**src/pkg/sdram_ctrl_map.svh**
```systemverilog
// Constants of the memory initialisation and timing controller.
// Assumes a 100 MHz controller clock; every timing count but SD_INIT_US (in microseconds) is in controller cycles.
// What this block does
// - Only no-ops for 200 us after reset
// - Per chip select: precharge-all, then auto-refresh
// - Mode set only after config write
// - Mode set raises init-complete flag
// - Byte masks act on write data only
// - Activate to read/write at least 3 cycles
// - Last write data to precharge 1 cycle
// - Activates spaced at least 5 cycles
// - Data path is 64 bits wide
// - Parity enable: generate on write, check read
// - Parity sense picks odd or even
`ifndef SDRAM_CTRL_MAP_SVH
`define SDRAM_CTRL_MAP_SVH

`define SD_CLK_MHZ   100
`define SD_INIT_US   200
`define SD_INIT_CYC  (`SD_INIT_US * `SD_CLK_MHZ)
`define SD_T_RCD     3
`define SD_T_RWL     1
`define SD_T_RRD     5
`define SD_T_RP      3
`define SD_T_RC      9
`define SD_T_RAS     6
`define SD_T_MRD     2
`define SD_CAS_LAT   3
`define SD_REF_CYC   780

`define SD_CMD_NOP   3'h7
`define SD_CMD_ACT   3'h3
`define SD_CMD_READ  3'h5
`define SD_CMD_WRITE 3'h4
`define SD_CMD_PRE   3'h2
`define SD_CMD_REF   3'h1
`define SD_CMD_MRS   3'h0

`define SD_ALLBANK_BIT 10
`define SD_COL_LSB   0
`define SD_COL_W     9
`define SD_BANK_LSB  9
`define SD_ROW_LSB   11
`define SD_ROW_W     13
`define SD_CS_LSB    24
`define SD_ADDR_W    26

`endif

```
**src/pkg/sdram_pkg.sv**
```systemverilog
// Types shared by the memory controller modules.
// Assumes the constants header is compiled alongside.
package sdram_pkg;
   typedef enum logic [3:0] {
      S_INIT, S_IPALL, S_IREF, S_CFG, S_MRS, S_IDLE, S_REF,
      S_ACT, S_RD, S_WR, S_PRE, S_WAIT
   } state_t;
   typedef logic [2:0] cmd_t;
endpackage

```
**src/pkg/parity_if.sv**
```systemverilog
// Byte parity bundle between the controller and its parity units.
// Assumes one parity bit per data byte.
`timescale 1ns/10ps
interface parity_if #(parameter int LANES = 8);
   logic [LANES*8-1:0] data;
   logic               oddSense;
   logic [LANES-1:0]   par;
   modport calc (input data, input oddSense, output par);
   modport user (output data, output oddSense, input par);
endinterface

```
**src/hw/byte_parity.sv**
```systemverilog
// Per-byte parity generator used for write generation and read checking.
// Assumes purely combinational use inside one clock domain.
`timescale 1ns/10ps
module byte_parity #(parameter int LANES = 8) (
   parity_if.calc bus
);
   genvar i;
   generate
      for (i = 0; i < LANES; i++) begin : g_lane
         // Odd sense flips the plain xor so the byte plus bit has odd weight
         assign bus.par[i] = (^bus.data[i*8 +: 8]) ^ bus.oddSense;
      end
   endgenerate
endmodule

```
**src/hw/sdram_init_and_timing_ctrl.sv**
```systemverilog
// Memory controller: power-up sequence, command timing, byte masks and parity.
// Assumes memory data is synchronous to clock; closed-page, burst of one.
`timescale 1ns/10ps
`include "sdram_ctrl_map.svh"
module sdram_init_and_timing_ctrl import sdram_pkg::*; #(
   parameter int INIT_CYC = `SD_INIT_CYC,
   parameter int REF_CYC  = `SD_REF_CYC,
   parameter int DATA_W   = 64
) (
   input  wire logic                   clock,
   input  wire logic                   rst_n,
   input  wire logic                   reqValid,
   output logic                        reqReady,
   input  wire logic                   reqWrite,
   input  wire logic [`SD_ADDR_W-1:0]  reqAddr,
   input  wire logic [DATA_W-1:0]      reqWdata,
   input  wire logic [DATA_W/8-1:0]    reqMask,
   output logic                        rdValid,
   output logic [DATA_W-1:0]           rdData,
   output logic                        parityErr,
   input  wire logic                   cfgWrite,
   input  wire logic [12:0]            cfgMode,
   input  wire logic                   parityEnable,
   input  wire logic                   paritySense,
   output logic                        initDone,
   output logic [3:0]                  memCsN,
   output logic                        rasN,
   output logic                        casN,
   output logic                        weN,
   output logic [1:0]                  bankSel,
   output logic [12:0]                 memAddr,
   output logic [DATA_W-1:0]           dqOut,
   input  wire logic [DATA_W-1:0]      dqIn,
   output logic                        dqOeN,
   output logic [DATA_W/8-1:0]         byteMask,
   output logic [DATA_W/8-1:0]         parOut,
   input  wire logic [DATA_W/8-1:0]    parIn,
   output logic                        parOeN
);
   localparam int LANES = DATA_W / 8;
   localparam int CL = `SD_CAS_LAT;

   logic                rstMeta_r, rstSync_r;
   state_t              state_r, state_nxt, ret_r, ret_nxt;
   logic [15:0]         waitCnt_r, waitCnt_nxt;
   cmd_t                cmd_r, cmd_nxt;
   logic [3:0]          csN_r, csN_nxt;
   logic [1:0]          ba_r, ba_nxt;
   logic [12:0]         sa_r, sa_nxt;
   logic [1:0]          csIdx_r;
   logic                cfgSeen_r;
   logic [12:0]         cfgMode_r;
   logic [15:0]         refCnt_r;
   logic                refDue_r;
   logic [3:0]          sinceAct_r;
   logic                take;
   logic [`SD_ADDR_W-1:0] addr_r;
   logic                write_r;
   logic [DATA_W-1:0]   wdata_r, dqOut_r, rdData_r;
   logic [LANES-1:0]    mask_r, dqm_r, parOut_r;
   logic                dqOeN_r, rdValid_r, parityErr_r, initDone_r, reqReady_r;
   logic [CL:0]         rdPipe_r;
   logic [1:0]          csSel;

   // Release is synchronised so no flop leaves reset on a ragged edge
   always_ff @(posedge clock or negedge rst_n) begin
      if (!rst_n) begin
         rstMeta_r <= 1'b0;
         rstSync_r <= 1'b0;
      end else begin
         rstMeta_r <= 1'b1;
         rstSync_r <= rstMeta_r;
      end
   end

   assign csSel = addr_r[`SD_CS_LSB +: 2];

   always_comb begin
      state_nxt   = state_r;
      ret_nxt     = ret_r;
      waitCnt_nxt = (waitCnt_r == 16'h0) ? 16'h0 : 16'(waitCnt_r - 16'h1);
      cmd_nxt     = `SD_CMD_NOP;
      csN_nxt     = 4'hf;
      ba_nxt      = 2'h0;
      sa_nxt      = 13'h0;
      take        = 1'b0;
      case (state_r)
         S_INIT: begin
            if (waitCnt_r == 16'h0) state_nxt = S_IPALL;
         end
         S_IPALL: begin
            cmd_nxt = `SD_CMD_PRE;
            csN_nxt = ~(4'h1 << csIdx_r);
            sa_nxt[`SD_ALLBANK_BIT] = 1'b1;
            waitCnt_nxt = 16'(`SD_T_RP - 2);
            ret_nxt = S_IREF;
            state_nxt = S_WAIT;
         end
         S_IREF: begin
            cmd_nxt = `SD_CMD_REF;
            csN_nxt = ~(4'h1 << csIdx_r);
            waitCnt_nxt = 16'(`SD_T_RC - 2);
            ret_nxt = (csIdx_r == 2'h3) ? S_CFG : S_IPALL;
            state_nxt = S_WAIT;
         end
         S_CFG: begin
            if (cfgSeen_r) state_nxt = S_MRS;
         end
         S_MRS: begin
            cmd_nxt = `SD_CMD_MRS;
            csN_nxt = 4'h0;
            sa_nxt = cfgMode_r;
            waitCnt_nxt = 16'(`SD_T_MRD - 2);
            ret_nxt = S_IDLE;
            state_nxt = S_WAIT;
         end
         S_IDLE: begin
            // A request already granted ready beats a refresh that just fell due
            if (reqValid && reqReady_r) begin
               take = 1'b1;
               state_nxt = S_ACT;
            end else if (refDue_r) begin
               state_nxt = S_REF;
            end
         end
         S_REF: begin
            cmd_nxt = `SD_CMD_REF;
            csN_nxt = 4'h0;
            waitCnt_nxt = 16'(`SD_T_RC - 2);
            ret_nxt = S_IDLE;
            state_nxt = S_WAIT;
         end
         S_ACT: begin
            if (sinceAct_r >= 4'(`SD_T_RRD - 1)) begin
               cmd_nxt = `SD_CMD_ACT;
               csN_nxt = ~(4'h1 << csSel);
               ba_nxt = addr_r[`SD_BANK_LSB +: 2];
               sa_nxt = addr_r[`SD_ROW_LSB +: `SD_ROW_W];
               waitCnt_nxt = 16'(`SD_T_RCD - 2);
               ret_nxt = write_r ? S_WR : S_RD;
               state_nxt = S_WAIT;
            end
         end
         S_RD, S_WR: begin
            cmd_nxt = (state_r == S_WR) ? `SD_CMD_WRITE : `SD_CMD_READ;
            csN_nxt = ~(4'h1 << csSel);
            ba_nxt = addr_r[`SD_BANK_LSB +: 2];
            sa_nxt = 13'(addr_r[`SD_COL_LSB +: `SD_COL_W]);
            state_nxt = S_PRE;
         end
         S_PRE: begin
            // Closed page: every access ends with its bank precharged
            if (sinceAct_r >= 4'(`SD_T_RAS - 1)) begin
               cmd_nxt = `SD_CMD_PRE;
               csN_nxt = ~(4'h1 << csSel);
               ba_nxt = addr_r[`SD_BANK_LSB +: 2];
               waitCnt_nxt = 16'(`SD_T_RP - 2);
               ret_nxt = S_IDLE;
               state_nxt = S_WAIT;
            end
         end
         S_WAIT: begin
            if (waitCnt_r == 16'h0) state_nxt = ret_r;
         end
         default: state_nxt = S_INIT;
      endcase
   end

   always_ff @(posedge clock or negedge rstSync_r) begin
      if (!rstSync_r) begin
         state_r   <= S_INIT;
         ret_r     <= S_INIT;
         waitCnt_r <= 16'(INIT_CYC - 1);
         cmd_r     <= `SD_CMD_NOP;
         csN_r     <= 4'hf;
         ba_r      <= 2'h0;
         sa_r      <= 13'h0;
      end else begin
         state_r   <= state_nxt;
         ret_r     <= ret_nxt;
         waitCnt_r <= waitCnt_nxt;
         cmd_r     <= cmd_nxt;
         csN_r     <= csN_nxt;
         ba_r      <= ba_nxt;
         sa_r      <= sa_nxt;
      end
   end

   always_ff @(posedge clock or negedge rstSync_r) begin
      if (!rstSync_r) begin
         csIdx_r    <= 2'h0;
         cfgSeen_r  <= 1'b0;
         cfgMode_r  <= 13'h0;
         initDone_r <= 1'b0;
      end else begin
         if (state_r == S_IREF) csIdx_r <= 2'(csIdx_r + 2'h1);
         if (cfgWrite) begin
            cfgSeen_r <= 1'b1;
            cfgMode_r <= cfgMode;
         end
         if (state_r == S_MRS) initDone_r <= 1'b1;
      end
   end

   // Refresh timer only runs once the memory has been brought up
   always_ff @(posedge clock or negedge rstSync_r) begin
      if (!rstSync_r) begin
         refCnt_r <= 16'(REF_CYC - 1);
         refDue_r <= 1'b0;
      end else if (initDone_r) begin
         refCnt_r <= (refCnt_r == 16'h0) ? 16'(REF_CYC - 1) : 16'(refCnt_r - 16'h1);
         if (refCnt_r == 16'h0) refDue_r <= 1'b1;
         else if (state_r == S_REF) refDue_r <= 1'b0;
      end
   end

   always_ff @(posedge clock or negedge rstSync_r) begin
      if (!rstSync_r) begin
         sinceAct_r <= 4'hf;
      end else if (cmd_nxt == `SD_CMD_ACT) begin
         sinceAct_r <= 4'h0;
      end else if (sinceAct_r != 4'hf) begin
         sinceAct_r <= 4'(sinceAct_r + 4'h1);
      end
   end

   always_ff @(posedge clock or negedge rstSync_r) begin
      if (!rstSync_r) begin
         addr_r     <= '0;
         write_r    <= 1'b0;
         wdata_r    <= '0;
         mask_r     <= '0;
         reqReady_r <= 1'b0;
      end else begin
         if (take) begin
            addr_r  <= reqAddr;
            write_r <= reqWrite;
            wdata_r <= reqWdata;
            mask_r  <= reqMask;
         end
         reqReady_r <= (state_nxt == S_IDLE) && !refDue_r && !take;
      end
   end

   parity_if #(.LANES(LANES)) wrPar ();
   parity_if #(.LANES(LANES)) rdPar ();
   assign wrPar.data     = wdata_r;
   assign wrPar.oddSense = paritySense;
   assign rdPar.data     = dqIn;
   assign rdPar.oddSense = paritySense;
   byte_parity #(.LANES(LANES)) u_wrParity (.bus(wrPar));
   byte_parity #(.LANES(LANES)) u_rdParity (.bus(rdPar));

   always_ff @(posedge clock or negedge rstSync_r) begin
      if (!rstSync_r) begin
         dqOut_r   <= '0;
         dqOeN_r   <= 1'b1;
         dqm_r     <= '0;
         parOut_r  <= '0;
      end else begin
         dqOeN_r  <= (state_r != S_WR);
         dqm_r    <= (state_r == S_WR) ? mask_r : '0;
         if (state_r == S_WR) begin
            dqOut_r  <= wdata_r;
            parOut_r <= parityEnable ? wrPar.par : '0;
         end
      end
   end

   // Bus is sampled CAS latency cycles after the read leaves the pins
   always_ff @(posedge clock or negedge rstSync_r) begin
      if (!rstSync_r) begin
         rdPipe_r    <= '0;
         rdValid_r   <= 1'b0;
         rdData_r    <= '0;
         parityErr_r <= 1'b0;
      end else begin
         rdPipe_r  <= {rdPipe_r[CL-1:0], state_r == S_RD};
         rdValid_r <= rdPipe_r[CL];
         if (rdPipe_r[CL]) begin
            rdData_r    <= dqIn;
            parityErr_r <= parityEnable && (rdPar.par != parIn);
         end
      end
   end

   assign memCsN    = csN_r;
   assign {rasN, casN, weN} = cmd_r;
   assign bankSel   = ba_r;
   assign memAddr   = sa_r;
   assign dqOut     = dqOut_r;
   assign dqOeN     = dqOeN_r;
   assign parOeN    = dqOeN_r;
   assign byteMask  = dqm_r;
   assign parOut    = parOut_r;
   assign rdValid   = rdValid_r;
   assign rdData    = rdData_r;
   assign parityErr = parityErr_r;
   assign initDone  = initDone_r;
   assign reqReady  = reqReady_r;

   logic [15:0] nopCnt_r, sinceRef_r;
   logic [3:0]  actGap_r;
   logic        bankOpen_r;
   always_ff @(posedge clock or negedge rstSync_r) begin
      if (!rstSync_r) begin
         nopCnt_r   <= 16'h0;
         sinceRef_r <= 16'h0;
         actGap_r   <= 4'hf;
         bankOpen_r <= 1'b0;
      end else begin
         if (nopCnt_r != 16'(INIT_CYC)) nopCnt_r <= 16'(nopCnt_r + 16'h1);
         // Timer is idle before mode set, so the interval is measured from it
         sinceRef_r <= (cmd_r == `SD_CMD_REF || cmd_r == `SD_CMD_MRS) ? 16'h0 : 16'(sinceRef_r + 16'h1);
         actGap_r <= (cmd_r == `SD_CMD_ACT) ? 4'h0 : ((actGap_r == 4'hf) ? 4'hf : 4'(actGap_r + 4'h1));
         if (cmd_r == `SD_CMD_ACT) bankOpen_r <= 1'b1;
         else if (cmd_r == `SD_CMD_PRE) bankOpen_r <= 1'b0;
      end
   end
endmodule

```
**config.mk**
```make
export PLATFORM = sky130hd
export DESIGN_NAME = sdram_init_and_timing_ctrl
export DESIGN_NICKNAME = d
export VERILOG_FILES = /design/src/pkg/sdram_pkg.sv /design/src/pkg/parity_if.sv /design/src/hw/byte_parity.sv /design/src/hw/sdram_init_and_timing_ctrl.sv
export VERILOG_INCLUDE_DIRS = /design/src /design/src/pkg
export SDC_FILE = /design/constraint.sdc
export NUM_CORES = 1
export LEC_CHECK = 0
export BUFFER_PORTS_ARGS = -buffer_cell sky130_fd_sc_hd__buf_2
export CORE_MARGIN = 2
export CORE_UTILIZATION = 60
export CTS_BUF_LIST = sky130_fd_sc_hd__clkbuf_4
export CTS_CLUSTER_DIAMETER = 120
export DETAILED_ROUTE_END_ITERATION = 6
export GPL_ROUTABILITY_DRIVEN = 0
export PLACE_DENSITY = 0.89
export SYNTH_ARGS = -nofsm -noshare
export SYNTH_HDL_FRONTEND = slang
export SYNTH_SLANG_ARGS = --single-unit
```
**constraint.sdc**
```tcl
create_clock -name clock -period 17.6 [get_ports clock]
set_input_delay 3.52 -clock clock [delete_from_list [all_inputs] [get_ports clock]]
set_output_delay 3.52 -clock clock [all_outputs]
set_load 0.005 [all_outputs]
```
# Word level (Yosys, flattened, before mapping)
# Index checks and enable logic that the tools add are counted.
[op_classes] n_bitwise=18 shifts=2 mux=40 magnitude_cmp=2 reduce_logical=35 eq_ne=19 add_sub_neg=4
[op_table] operator="8-bit XOR reduction" count=16
[op_table] operator="16-bit case mux with 5 select lines" count=1
[op_table] operator="16-bit two-way mux" count=4
[op_table] operator="4-bit two-way mux" count=13
[op_table] operator="4-bit case mux with 5 select lines" count=2
[op_table] operator="16-bit logical NOT" count=2
[op_table] operator="4-bit case mux with 8 select lines" count=1
[op_table] operator="16-bit by 1-bit subtractor with 16-bit output (second input constant)" count=2
[op_table] operator="10-bit case mux with 3 select lines" count=1
[op_table] operator="4-bit by 3-bit equality test with 1-bit output (second input constant)" count=5
[op_table] operator="3-bit case mux with 6 select lines" count=1
[op_table] operator="4-bit equality test (second input constant)" count=4
[op_table] operator="8-bit two-way mux" count=2
[op_table] operator="1-bit XOR" count=16
[op_table] operator="13-bit two-way mux" count=1
[op_table] operator="4-bit by 2-bit equality test with 1-bit output (second input constant)" count=2
[op_table] operator="4-bit by 3-bit greater-or-equal comparator with 1-bit output (second input constant)" count=2
[op_table] operator="4-bit != test (second input constant)" count=2
[op_table] operator="8-bit != test" count=1
[op_table] operator="4-bit NOT" count=2
[op_table] operator="2-bit OR reduction" count=4
[op_table] operator="1-bit by 2-bit << shifter with 4-bit output (first input constant)" count=2
[op_table] operator="1-bit two-way mux" count=6
[op_table] operator="2-bit two-way mux" count=3
[op_table] operator="18 further kinds" count=25
[totals] in_bits=190 output_inout_bits=172 reg_bits=337 elab_cells=149

# Logic depth before layout (Yosys ltp)
# Gate-level depths: netlist (run 1).
[logic_depth] ltp_word=6 depth_mapped=9 mapped_depth_nobuf=8

# Cells and area by module
# Synthesis (run 1) repeated with hierarchy kept, for this count alone.
[unflattened] cells_unflattened=1197 hier_area_um2=14791.7
[modules_own_cells] mod="sdram_init_and_timing_ctrl" cells_per_inst=1083 seq_area_each_um2=8465.6 area_each_um2=13460.4 instances=1
[modules_own_cells] mod="byte_parity" cells_per_inst=57 seq_area_each_um2=0.0 area_each_um2=665.6 instances=2

# Worst setup path after synthesis (run 1)
# OpenSTA, ideal clock, no wires.
[synth_timing] path_type="input-to-reg" start="input reqValid" end="register addr_r[0]" slack_ns=12.791 path_stages=5 required_time_ns=17.475 path_buffers=2 t_arrival_ns=4.684 setup_time_ns=0.125 path_cell_list="nand2_1 nor4_1 clkbuf_1 buf_2 mux2_2"
[synth_via] elab_chain_cells=3
[synth_lines] element="start: declaration" line="sdram_init_and_timing_ctrl.sv:12" source="input wire logic reqValid,"
[synth_lines] element="1-bit logical AND" line="sdram_init_and_timing_ctrl.sv:119" source="if (reqValid && reqReady_r) begin"
[synth_lines] element="1-bit two-way mux" line="sdram_init_and_timing_ctrl.sv:119"
[synth_lines] element="1-bit two-way mux" line="sdram_init_and_timing_ctrl.sv:87" source="case (state_r)"
[synth_lines] element="end signal: assignment" line="sdram_init_and_timing_ctrl.sv:236" source="addr_r <= reqAddr;"
[synth_lines] element="end: declaration" line="sdram_init_and_timing_ctrl.sv:57" source="logic [`SD_ADDR_W-1:0] addr_r;"
# No other way between the ends.
# A chain may end at the register's enable or synchronous reset.

# Worst setup path in the final report (run 1)
[layout_timing] start="input reqValid" end="register wdata_r[1]"
[layout_via] elab_chain_cells=3
[layout_lines] element="1-bit logical AND" line="sdram_init_and_timing_ctrl.sv:119"
[layout_lines] element="1-bit two-way mux" line="sdram_init_and_timing_ctrl.sv:119"
[layout_lines] element="1-bit two-way mux" line="sdram_init_and_timing_ctrl.sv:87"
[layout_lines] element="end signal: assignment" line="sdram_init_and_timing_ctrl.sv:238" source="wdata_r <= reqWdata;"
[layout_lines] element="end: declaration" line="sdram_init_and_timing_ctrl.sv:59" source="logic [DATA_W-1:0] wdata_r, dqOut_r, rdData_r;"
# No other way between the ends.

==> flow_summary.rst, run 1 <==
.. list-table::
   :header-rows: 1

   * - Metric
     - Value
   * - Status
     - complete, no violations
   * - H-tree Lvls
     - 3
   * - Ys Warns
     - 0
   * - Root buffer selected by CTS
     - clkbuf_4
   * - Number of unique standard cell types used by synthesis
     - 57
   * - Count of antenna-violating nets left after detailed routing
     - 0
   * - Post-layout instance count excluding filler cells
     - 1999
   * - Max Transition Viols Final
     - 0
   * - Setup slack on the worst flop-to-flop path
     - 13.88 ns
   * - Pin count of the biggest net entering global routing
     - 195
   * - DRC violations left
     - 0
   * - Adder-Cell Fraction of Synth Area
     - 0.9482%
   * - Clock buffer count from CTS
     - 83
   * - Peak supply drop
     - 0.00008026 V
   * - Antenna violations before repair
     - 20
   * - RSZ-0062 raised after global routing
     - false
   * - Number of standard-cell rows in the floorplan
     - 56
   * - Hold WC Path Type
     - flip-flop to flip-flop
   * - Period utilization
     - 29.44%
   * - Area of placed instances
     - 0.01659 mm2
   * - Number of hold violations in the final report
     - 0
   * - Post-synthesis share of cell area spent on and, or, nand and nor gates
     - 10.77%
   * - Synth Register Bits
     - 337
   * - Number of endpoints failing setup at the final stage
     - 0
   * - Total of cells resized after clock tree synthesis
     - 0
   * - Critical-path maximum fanout
     - 83
   * - Routed vias/inst
     - 5.362
   * - Synth top area share
     - 53.62%
   * - Area of all placed cells without fillers
     - 0.01766 mm2
   * - Share of layout cells above drive strength 1
     - 43.35%
   * - Growth of design area from synthesis to finish
     - 21.67%
   * - Initial DRC count
     - 753
   * - Measured slew at the worst slew-check pin
     - 1.152 ns
   * - Cells taking the most area after synthesis
     - dfrtp_1, mux2_2, xnor2_1
   * - Top achievable clock speed
     - 193.0 MHz
   * - Cell type contributing the most total cell area after synthesis
     - dfrtp_1
   * - Delay of the slowest cell on the worst path
     - 0.94 ns
   * - Count of hold buffers inserted by post-cts repair
     - 0
   * - Effective utilization at floorplan
     - 61.47%
   * - Area fraction in compound gates after synthesis
     - 4.034%
   * - Combinational family with the most area after synthesis
     - multiplexers
   * - Sum of negative setup slack
     - 0 ns
   * - EDFF count, synth
     - 0
   * - I/O pin cnt
     - 362
   * - Detailed-route wire length per cell
     - 18.12 um
   * - Data arrival at the endpoint of the critical path
     - 5.71 ns
   * - Cells along the critical path
     - buf_2 > nand2_1 > nor4_2 > buf_4 > mux2_2
   * - Max transition margin
     - 22.91%
   * - Number of max-capacitance violations reported
     - 0
   * - CTS tree
     - yes
   * - Register area share after synthesis
     - 58.32%
   * - Setup CP Type
     - input port to flip-flop
   * - GR Overflow Total
     - 0
   * - Leakage component of the power
     - 9.217 nW
   * - TritonCTS sink count
     - 337
   * - Post-synth design cell area
     - 0.01452 mm2
   * - Count of mapped cells out of synthesis
     - 1207
   * - Sequential cell area
     - 0.008471 mm2
   * - Setup Skew
     - 0.03303 ns
   * - Area of the core region
     - 0.02361 mm2
   * - Die Y
     - 159.5 um
   * - Multiplexer share of the synthesized area
     - 13.87%
   * - Number of cells after detailed placement
     - 1842
   * - Pwr per Cell Area
     - 131.7 mW/mm2
   * - Vias in the first global route
     - 11240
   * - Die outline width
     - 159.5 um
   * - Count of buffering cells on the critical path with inverters included
     - 2
   * - Post-synthesis async set-or-reset flop share
     - 100.0%
   * - PortBufs
     - 361
   * - Critical path required time
     - 18.13 ns
   * - Count leader, synth
     - dfrtp_1
   * - Total area of multi-input combinational cells
     - 0.005747 mm2
   * - First-pass GRT wire length
     - 56770 um
   * - Main synth FF type
     - dfrtp_1
   * - Startpoint kind of the worst setup timing path
     - input port
   * - Top cells by count, synth
     - dfrtp_1, nand2_1, mux2_2
   * - Vias after detailed routing
     - 10720
   * - Number of optimization iterations in the first detailed-route pass
     - 5
   * - Worst setup EP type
     - flip-flop
   * - Maximum buffer depth of the clock tree
     - 3
   * - Shortest period the worst path allows
     - 5.181 ns
   * - Final HPWL from detailed placement
     - 24980 um
   * - CTS clk-pin slew, worst paths
     - 0.06 ns
   * - Total Wirelength
     - 36230 um
   * - Total nets after synthesis
     - 1408
   * - Count of filler cells inserted in the layout
     - 1540
   * - Top delay family on crit path
     - buffers and inverters
   * - Post-Synthesis Mean Instance Area
     - 12.03 um2
   * - Area share of xor/xnor cells in the synthesized design
     - 9.861%
   * - Total die area
     - 0.02545 mm2
   * - Buffers inserted during post-CTS setup optimization
     - 0
   * - Clk_lat worst skew
     - 0.67 ns
   * - Number of nets in the layout
     - 1809
   * - GRT Util Overall
     - 28.23%
   * - Crit path max-delay cell type
     - buf_4
## area by class of cell
class / count / share of cell area, %
multi-input combinational: 792 / 32.54
timing repair buffer: 369 / 10.64
tap: 319 / 2.260
sequential: 337 / 47.96
inverter: 25 / 0.5313
antenna: 19 / 0.2692
clock inverter: 12 / 0.4392
clock buffer: 126 / 5.356
## cell families (layout without fill, tap and decap cells)
logic type | Yosys count | in the layout
simple gates | 356 | 356
flops | 337 | 337
mux | 179 | 179
xor+xnor | 154 | 154
compound gates | 91 | 91
buf+inv | 78 | 532
fa+ha+maj | 11 | 11
other cells | 1 | 20
## through the flow
step                      total power, mW  utilization, %  setup WS, ns  hold WS (ns)
after floorplan                     1.457               -         7.558        0.3312
after global placement              1.664           70.26         11.84        0.3322
after detailed placement            1.695           70.26         11.78        0.3388
after CTS                           2.345           74.59         12.51        0.3541
after global routing                2.462           74.79         12.36        0.3580
final                               2.325           74.79         12.42        0.3525
## state kept, by name, summed over array words and instances (netlist names), 8 cells and up
signal and cells:
dqOut 64, rdData 64, wdata_r 64, addr_r 26, refCnt_r 16, waitCnt_r 16
cfgMode_r 13, memAddr 13, byteMask 8, mask_r 8, parOut 8
## power by group
group	leakage (nW)	internal [mW]	switching (mW)
Clock	0.621	0.338	0.298
Combinational	4.21	0.298	0.347
Sequential	4.39	0.934	0.111
Total	9.22	1.57	0.756
## per-layer routing
metal  GRT usage (%)  part of all wire (%)  vias to the layer above  wire length (um)
met3           7.919                   7.9                      131              2859
met5               0                     0                        -                 0
met4           18.60                   5.9                        0              2135
li1                -                     -                     4911                 -
met2           47.44                    50                      506             18200
met1           31.55                    36                     5170             13030
## layout by cell type, fill, tap and decap left out, types with 3 or more instances in the layout
cell type / instances
a31oi_1: 5
xnor3_1: 6
nand2_1: 228
inv_1: 23
and2_1: 9
ha_1: 11
nor2b_1: 8
inv_2: 3
dfrtp_1: 309
nor2_1: 48
xnor2_1: 125
clkinv_1: 8
a21oi_1: 22
dfstp_2: 26
o22ai_1: 5
nand3_1: 9
o221ai_1: 4
a222oi_1: 9
buf_2: 361
nor4_1: 9
xor2_1: 23
nand2b_1: 6
clkbuf_4: 126
nor3_1: 16
a21o_1: 4
a22o_1: 4
o21ai_0: 27
diode_2: 19
buf_4: 7
mux2_2: 177
## worst paths after layout
kind	start	to	cells after the start
worst max register to register	state_r[0]	wdata_r[1]	4
max in group asynchronous	rst_n	rstSync_r	1
worst min register to register	rdPipe_r[0]	rdPipe_r[1]	0
worst max-delay path	reqValid	wdata_r[1]	5
worst min-delay path	rdPipe_r[0]	rdPipe_r[1]	0
min in group asynchronous	rstSync_r	addr_r[5]	0
(Power assumes the default switching activity.)
==> run 2, diff against run 1 <==
--- a/config.mk
+++ b/config.mk
@@ -6,14 +6,15 @@
 export SDC_FILE = /design/constraint.sdc
 export NUM_CORES = 1
 export LEC_CHECK = 0
+export ABC_AREA = 1
 export BUFFER_PORTS_ARGS = -buffer_cell sky130_fd_sc_hd__buf_2
 export CORE_MARGIN = 2
-export CORE_UTILIZATION = 60
+export CORE_UTILIZATION = 56
 export CTS_BUF_LIST = sky130_fd_sc_hd__clkbuf_4
 export CTS_CLUSTER_DIAMETER = 120
 export DETAILED_ROUTE_END_ITERATION = 6
 export GPL_ROUTABILITY_DRIVEN = 0
-export PLACE_DENSITY = 0.89
+export PLACE_DENSITY = 0.83
 export SYNTH_ARGS = -nofsm -noshare
 export SYNTH_HDL_FRONTEND = slang
 export SYNTH_SLANG_ARGS = --single-unit
==> constraint.sdc (replaced) <==
create_clock -name clock -period 4.8 [get_ports clock]
set_input_delay 0.96 -clock clock [delete_from_list [all_inputs] [get_ports clock]]
set_output_delay 0.96 -clock clock [all_outputs]
set_load 0.005 [all_outputs]
==> flow_summary.rst, run 2 <==
.. list-table::
   :header-rows: 1

   * - Metric
     - Value
   * - CTS clk-pin slew, worst paths
     - 0.07 ns
   * - Total of cells resized after clock tree synthesis
     - 0
   * - Cell Int Power
     - 5.693 mW
   * - Count of antenna-violating nets left after detailed routing
     - 0
   * - Pin count of the biggest net entering global routing
     - 122
   * - Top library cells by usage in the layout, fill and taps aside
     - nand2_1, buf_2, dfrtp_1, inv_1, mux2_2
   * - Maximum buffer depth of the clock tree
     - 3
   * - GRT Util Overall
     - 26.46%
   * - Cell type contributing the most total cell area after synthesis
     - dfrtp_1
   * - Main synth FF type
     - dfrtp_1
   * - Clock buffer count from CTS
     - 88
   * - Register area share after synthesis
     - 55.40%
   * - Initial DRC count
     - 807
   * - Critical-path maximum fanout
     - 11
   * - Share of layout cells above drive strength 1
     - 34.20%
   * - Setup Skew
     - 0.03966 ns
   * - Number of max-capacitance violations reported
     - 0
   * - Shortest period the worst path allows
     - 2.431 ns
   * - First-pass GRT wire length
     - 60640 um
   * - Critical path required time
     - 5.36 ns
   * - Top cells by count, synth
     - nand2_1, dfrtp_1, inv_1
   * - Total die area
     - 0.02862 mm2
   * - Number of nets in the layout
     - 2175
   * - Setup CP Type
     - flip-flop to flip-flop
   * - Synth top area share
     - 50.93%
   * - Most common cell after layout, fill and taps aside
     - nand2_1
   * - Die outline width
     - 169.2 um
   * - Total nets after synthesis
     - 1761
   * - Die Y
     - 169.2 um
   * - Cells taking the most area after synthesis
     - dfrtp_1, nand2_1, mux2_2
   * - Hold WC Path Type
     - flip-flop to flip-flop
   * - Count leader, synth
     - nand2_1
   * - Worst setup EP type
     - flip-flop
   * - I/O pin cnt
     - 362
   * - Top achievable clock speed
     - 411.4 MHz
   * - Count of hold buffers inserted by post-cts repair
     - 1
   * - Leakage component of the power
     - 10.59 nW
   * - Post-synth design cell area
     - 0.01528 mm2
   * - Vias after detailed routing
     - 12220
   * - Ys Warns
     - 0
   * - Max Transition Viols Final
     - 0
   * - Count of filler cells inserted in the layout
     - 2019
   * - Pwr per Cell Area
     - 464.4 mW/mm2
   * - Sum of negative setup slack
     - 0 ns
   * - GR Overflow Total
     - 0
   * - Buffers inserted during post-CTS setup optimization
     - 0
   * - Final hold slack
     - 0.3556 ns
   * - Number of optimization iterations in the first detailed-route pass
     - 5
   * - Growth of design area from synthesis to finish
     - 21.50%
   * - H-tree Lvls
     - 3
   * - Routed vias/inst
     - 5.121
   * - Peak supply drop
     - 0.0002683 V
   * - Final HPWL from detailed placement
     - 27200 um
   * - Total area of multi-input combinational cells
     - 0.006013 mm2
   * - Number of endpoints failing setup at the final stage
     - 0
   * - Area of the core region
     - 0.02688 mm2
   * - Total Wirelength
     - 37680 um
   * - Effective utilization at floorplan
     - 56.85%
   * - Post-Synthesis Mean Instance Area
     - 9.795 um2
   * - Number of hold violations in the final report
     - 0
   * - Max transition margin
     - 32.48%
   * - Antenna violations before repair
     - 10
   * - TritonCTS sink count
     - 337
   * - Number of unique standard cell types used by synthesis
     - 42
   * - Vias in the first global route
     - 12620
   * - Post-layout instance count excluding filler cells
     - 2386
   * - DRC violations left
     - 0
   * - EDFF count, synth
     - 0
   * - RSZ-0062 raised after global routing
     - false
   * - Combinational share of power
     - 26.8%
   * - Net switching fraction of the power
     - 33.96%
   * - CTS tree
     - yes
   * - Sequential cell area
     - 0.008469 mm2
   * - Measured slew at the worst slew-check pin
     - 1.009 ns
   * - Synth Register Bits
     - 337
   * - Clk_lat worst skew
     - 0.69 ns
   * - Data arrival at the endpoint of the critical path
     - 2.99 ns
   * - Root buffer selected by CTS
     - clkbuf_4
   * - Switching power
     - 2.928 mW
   * - Period utilization
     - 50.64%
   * - Overall Power
     - 8.621 mW
   * - Startpoint kind of the worst setup timing path
     - flip-flop
   * - Count of mapped cells out of synthesis
     - 1560
   * - Relative contribution of the clock network to total power
     - 29.7%
   * - Number of cells after detailed placement
     - 2224
   * - PortBufs
     - 361
   * - Core utilization of the finished layout
     - 69.08%
   * - Number of standard-cell rows in the floorplan
     - 60
   * - Detailed-route wire length per cell
     - 15.79 um
   * - Status
     - complete, no violations
   * - Post-synthesis async set-or-reset flop share
     - 100.0%
   * - Flop pwr share
     - 43.5%
-- run 2: cell count changes in the layout (fill, tap and decap cells not counted), sizes merged, moves of 9 or more --
cell / change
clkinv: +13
a22oi: +9
o21ai: +64
inv: +130
nand3: +33
a222oi: -9
xnor2: -71
nor2: +52
and2: -9
nand2: +215
diode: -12
xor2: +21
mux2: -31
-- run 2: worst max-delay path, stage by stage (launching register included) --
cell and delay, ns:
dfrtp_1 0.40, inv_1 0.06, nand2_1 0.11, nor2_1 0.79, clkinv_1 0.24, nand2_1 0.18
nor2_2 0.07, a21oi_1 0.27, o221ai_1 0.20
-- run 2: area by class of cell --
| type | count | share of cell area (%) |
|---|---|---|
| antenna | 7 | 0.09435 |
| clock buffer | 127 | 5.135 |
| clock inverter | 27 | 1.065 |
| inverter | 156 | 3.168 |
| multi-input combinational | 1023 | 32.39 |
| sequential | 337 | 45.62 |
| tap | 341 | 2.298 |
| timing repair buffer | 368 | 10.23 |
-- run 2: through the flow --
step,area [um2],setup slack [ns]
final,18570,2.369
after global routing,18560,2.117
after CTS,18550,2.402
after detailed placement,17390,2.227
after global placement,17390,2.263
after floorplan,15280,1.479
-- run 2: routing by layer --
metal  up-vias  wire length, um  GRT usage (%)
met4         8             1407          13.23
met1      5777            14610          30.67
met3       117             3055          8.186
met2       450            18550          44.65
li1       5866                -              -
met5         -               52              0
-- run 2: cells by family after synthesis --
kind of cell	after synthesis	share of synthesized area, %
AOI/OAI and AO/OA	144	5.077
adders and majority gates	11	0.9007
xor gates and xnor gates	98	5.617
buffers and inverters	200	5.339
muxes	146	11.18
and+or+nand+nor	623	16.46
DFF	337	55.40
other	1	0.02454
-- run 2: path summary, 6_finish.rpt --
check | start | depth (start not counted) | slack [ns] | end
setup / recovery | state_r[2] | 8 | 2.37 | memCsN[0]
hold / removal | rdPipe_r[1] | 0 | 0.36 | rdPipe_r[2]
setup reg to reg | state_r[2] | 8 | 2.37 | memCsN[0]
hold reg to reg | rdPipe_r[1] | 0 | 0.36 | rdPipe_r[2]
max in group asynchronous | rstSync_r | 1 | 3.02 | refCnt_r[7]
min in group asynchronous | rstSync_r | 0 | 0.50 | wdata_r[12]
-- run 2: power groups by stage --
stage                     sequential [mW]  combinational (mW)  clock (mW)
after floorplan                      3.80                1.40           0
after global placement               3.77                2.23           0
after detailed placement             3.79                2.32           0
after CTS                            3.75                2.33        2.64
after global routing                 3.82                2.62        2.78
final                                3.75                2.31        2.56
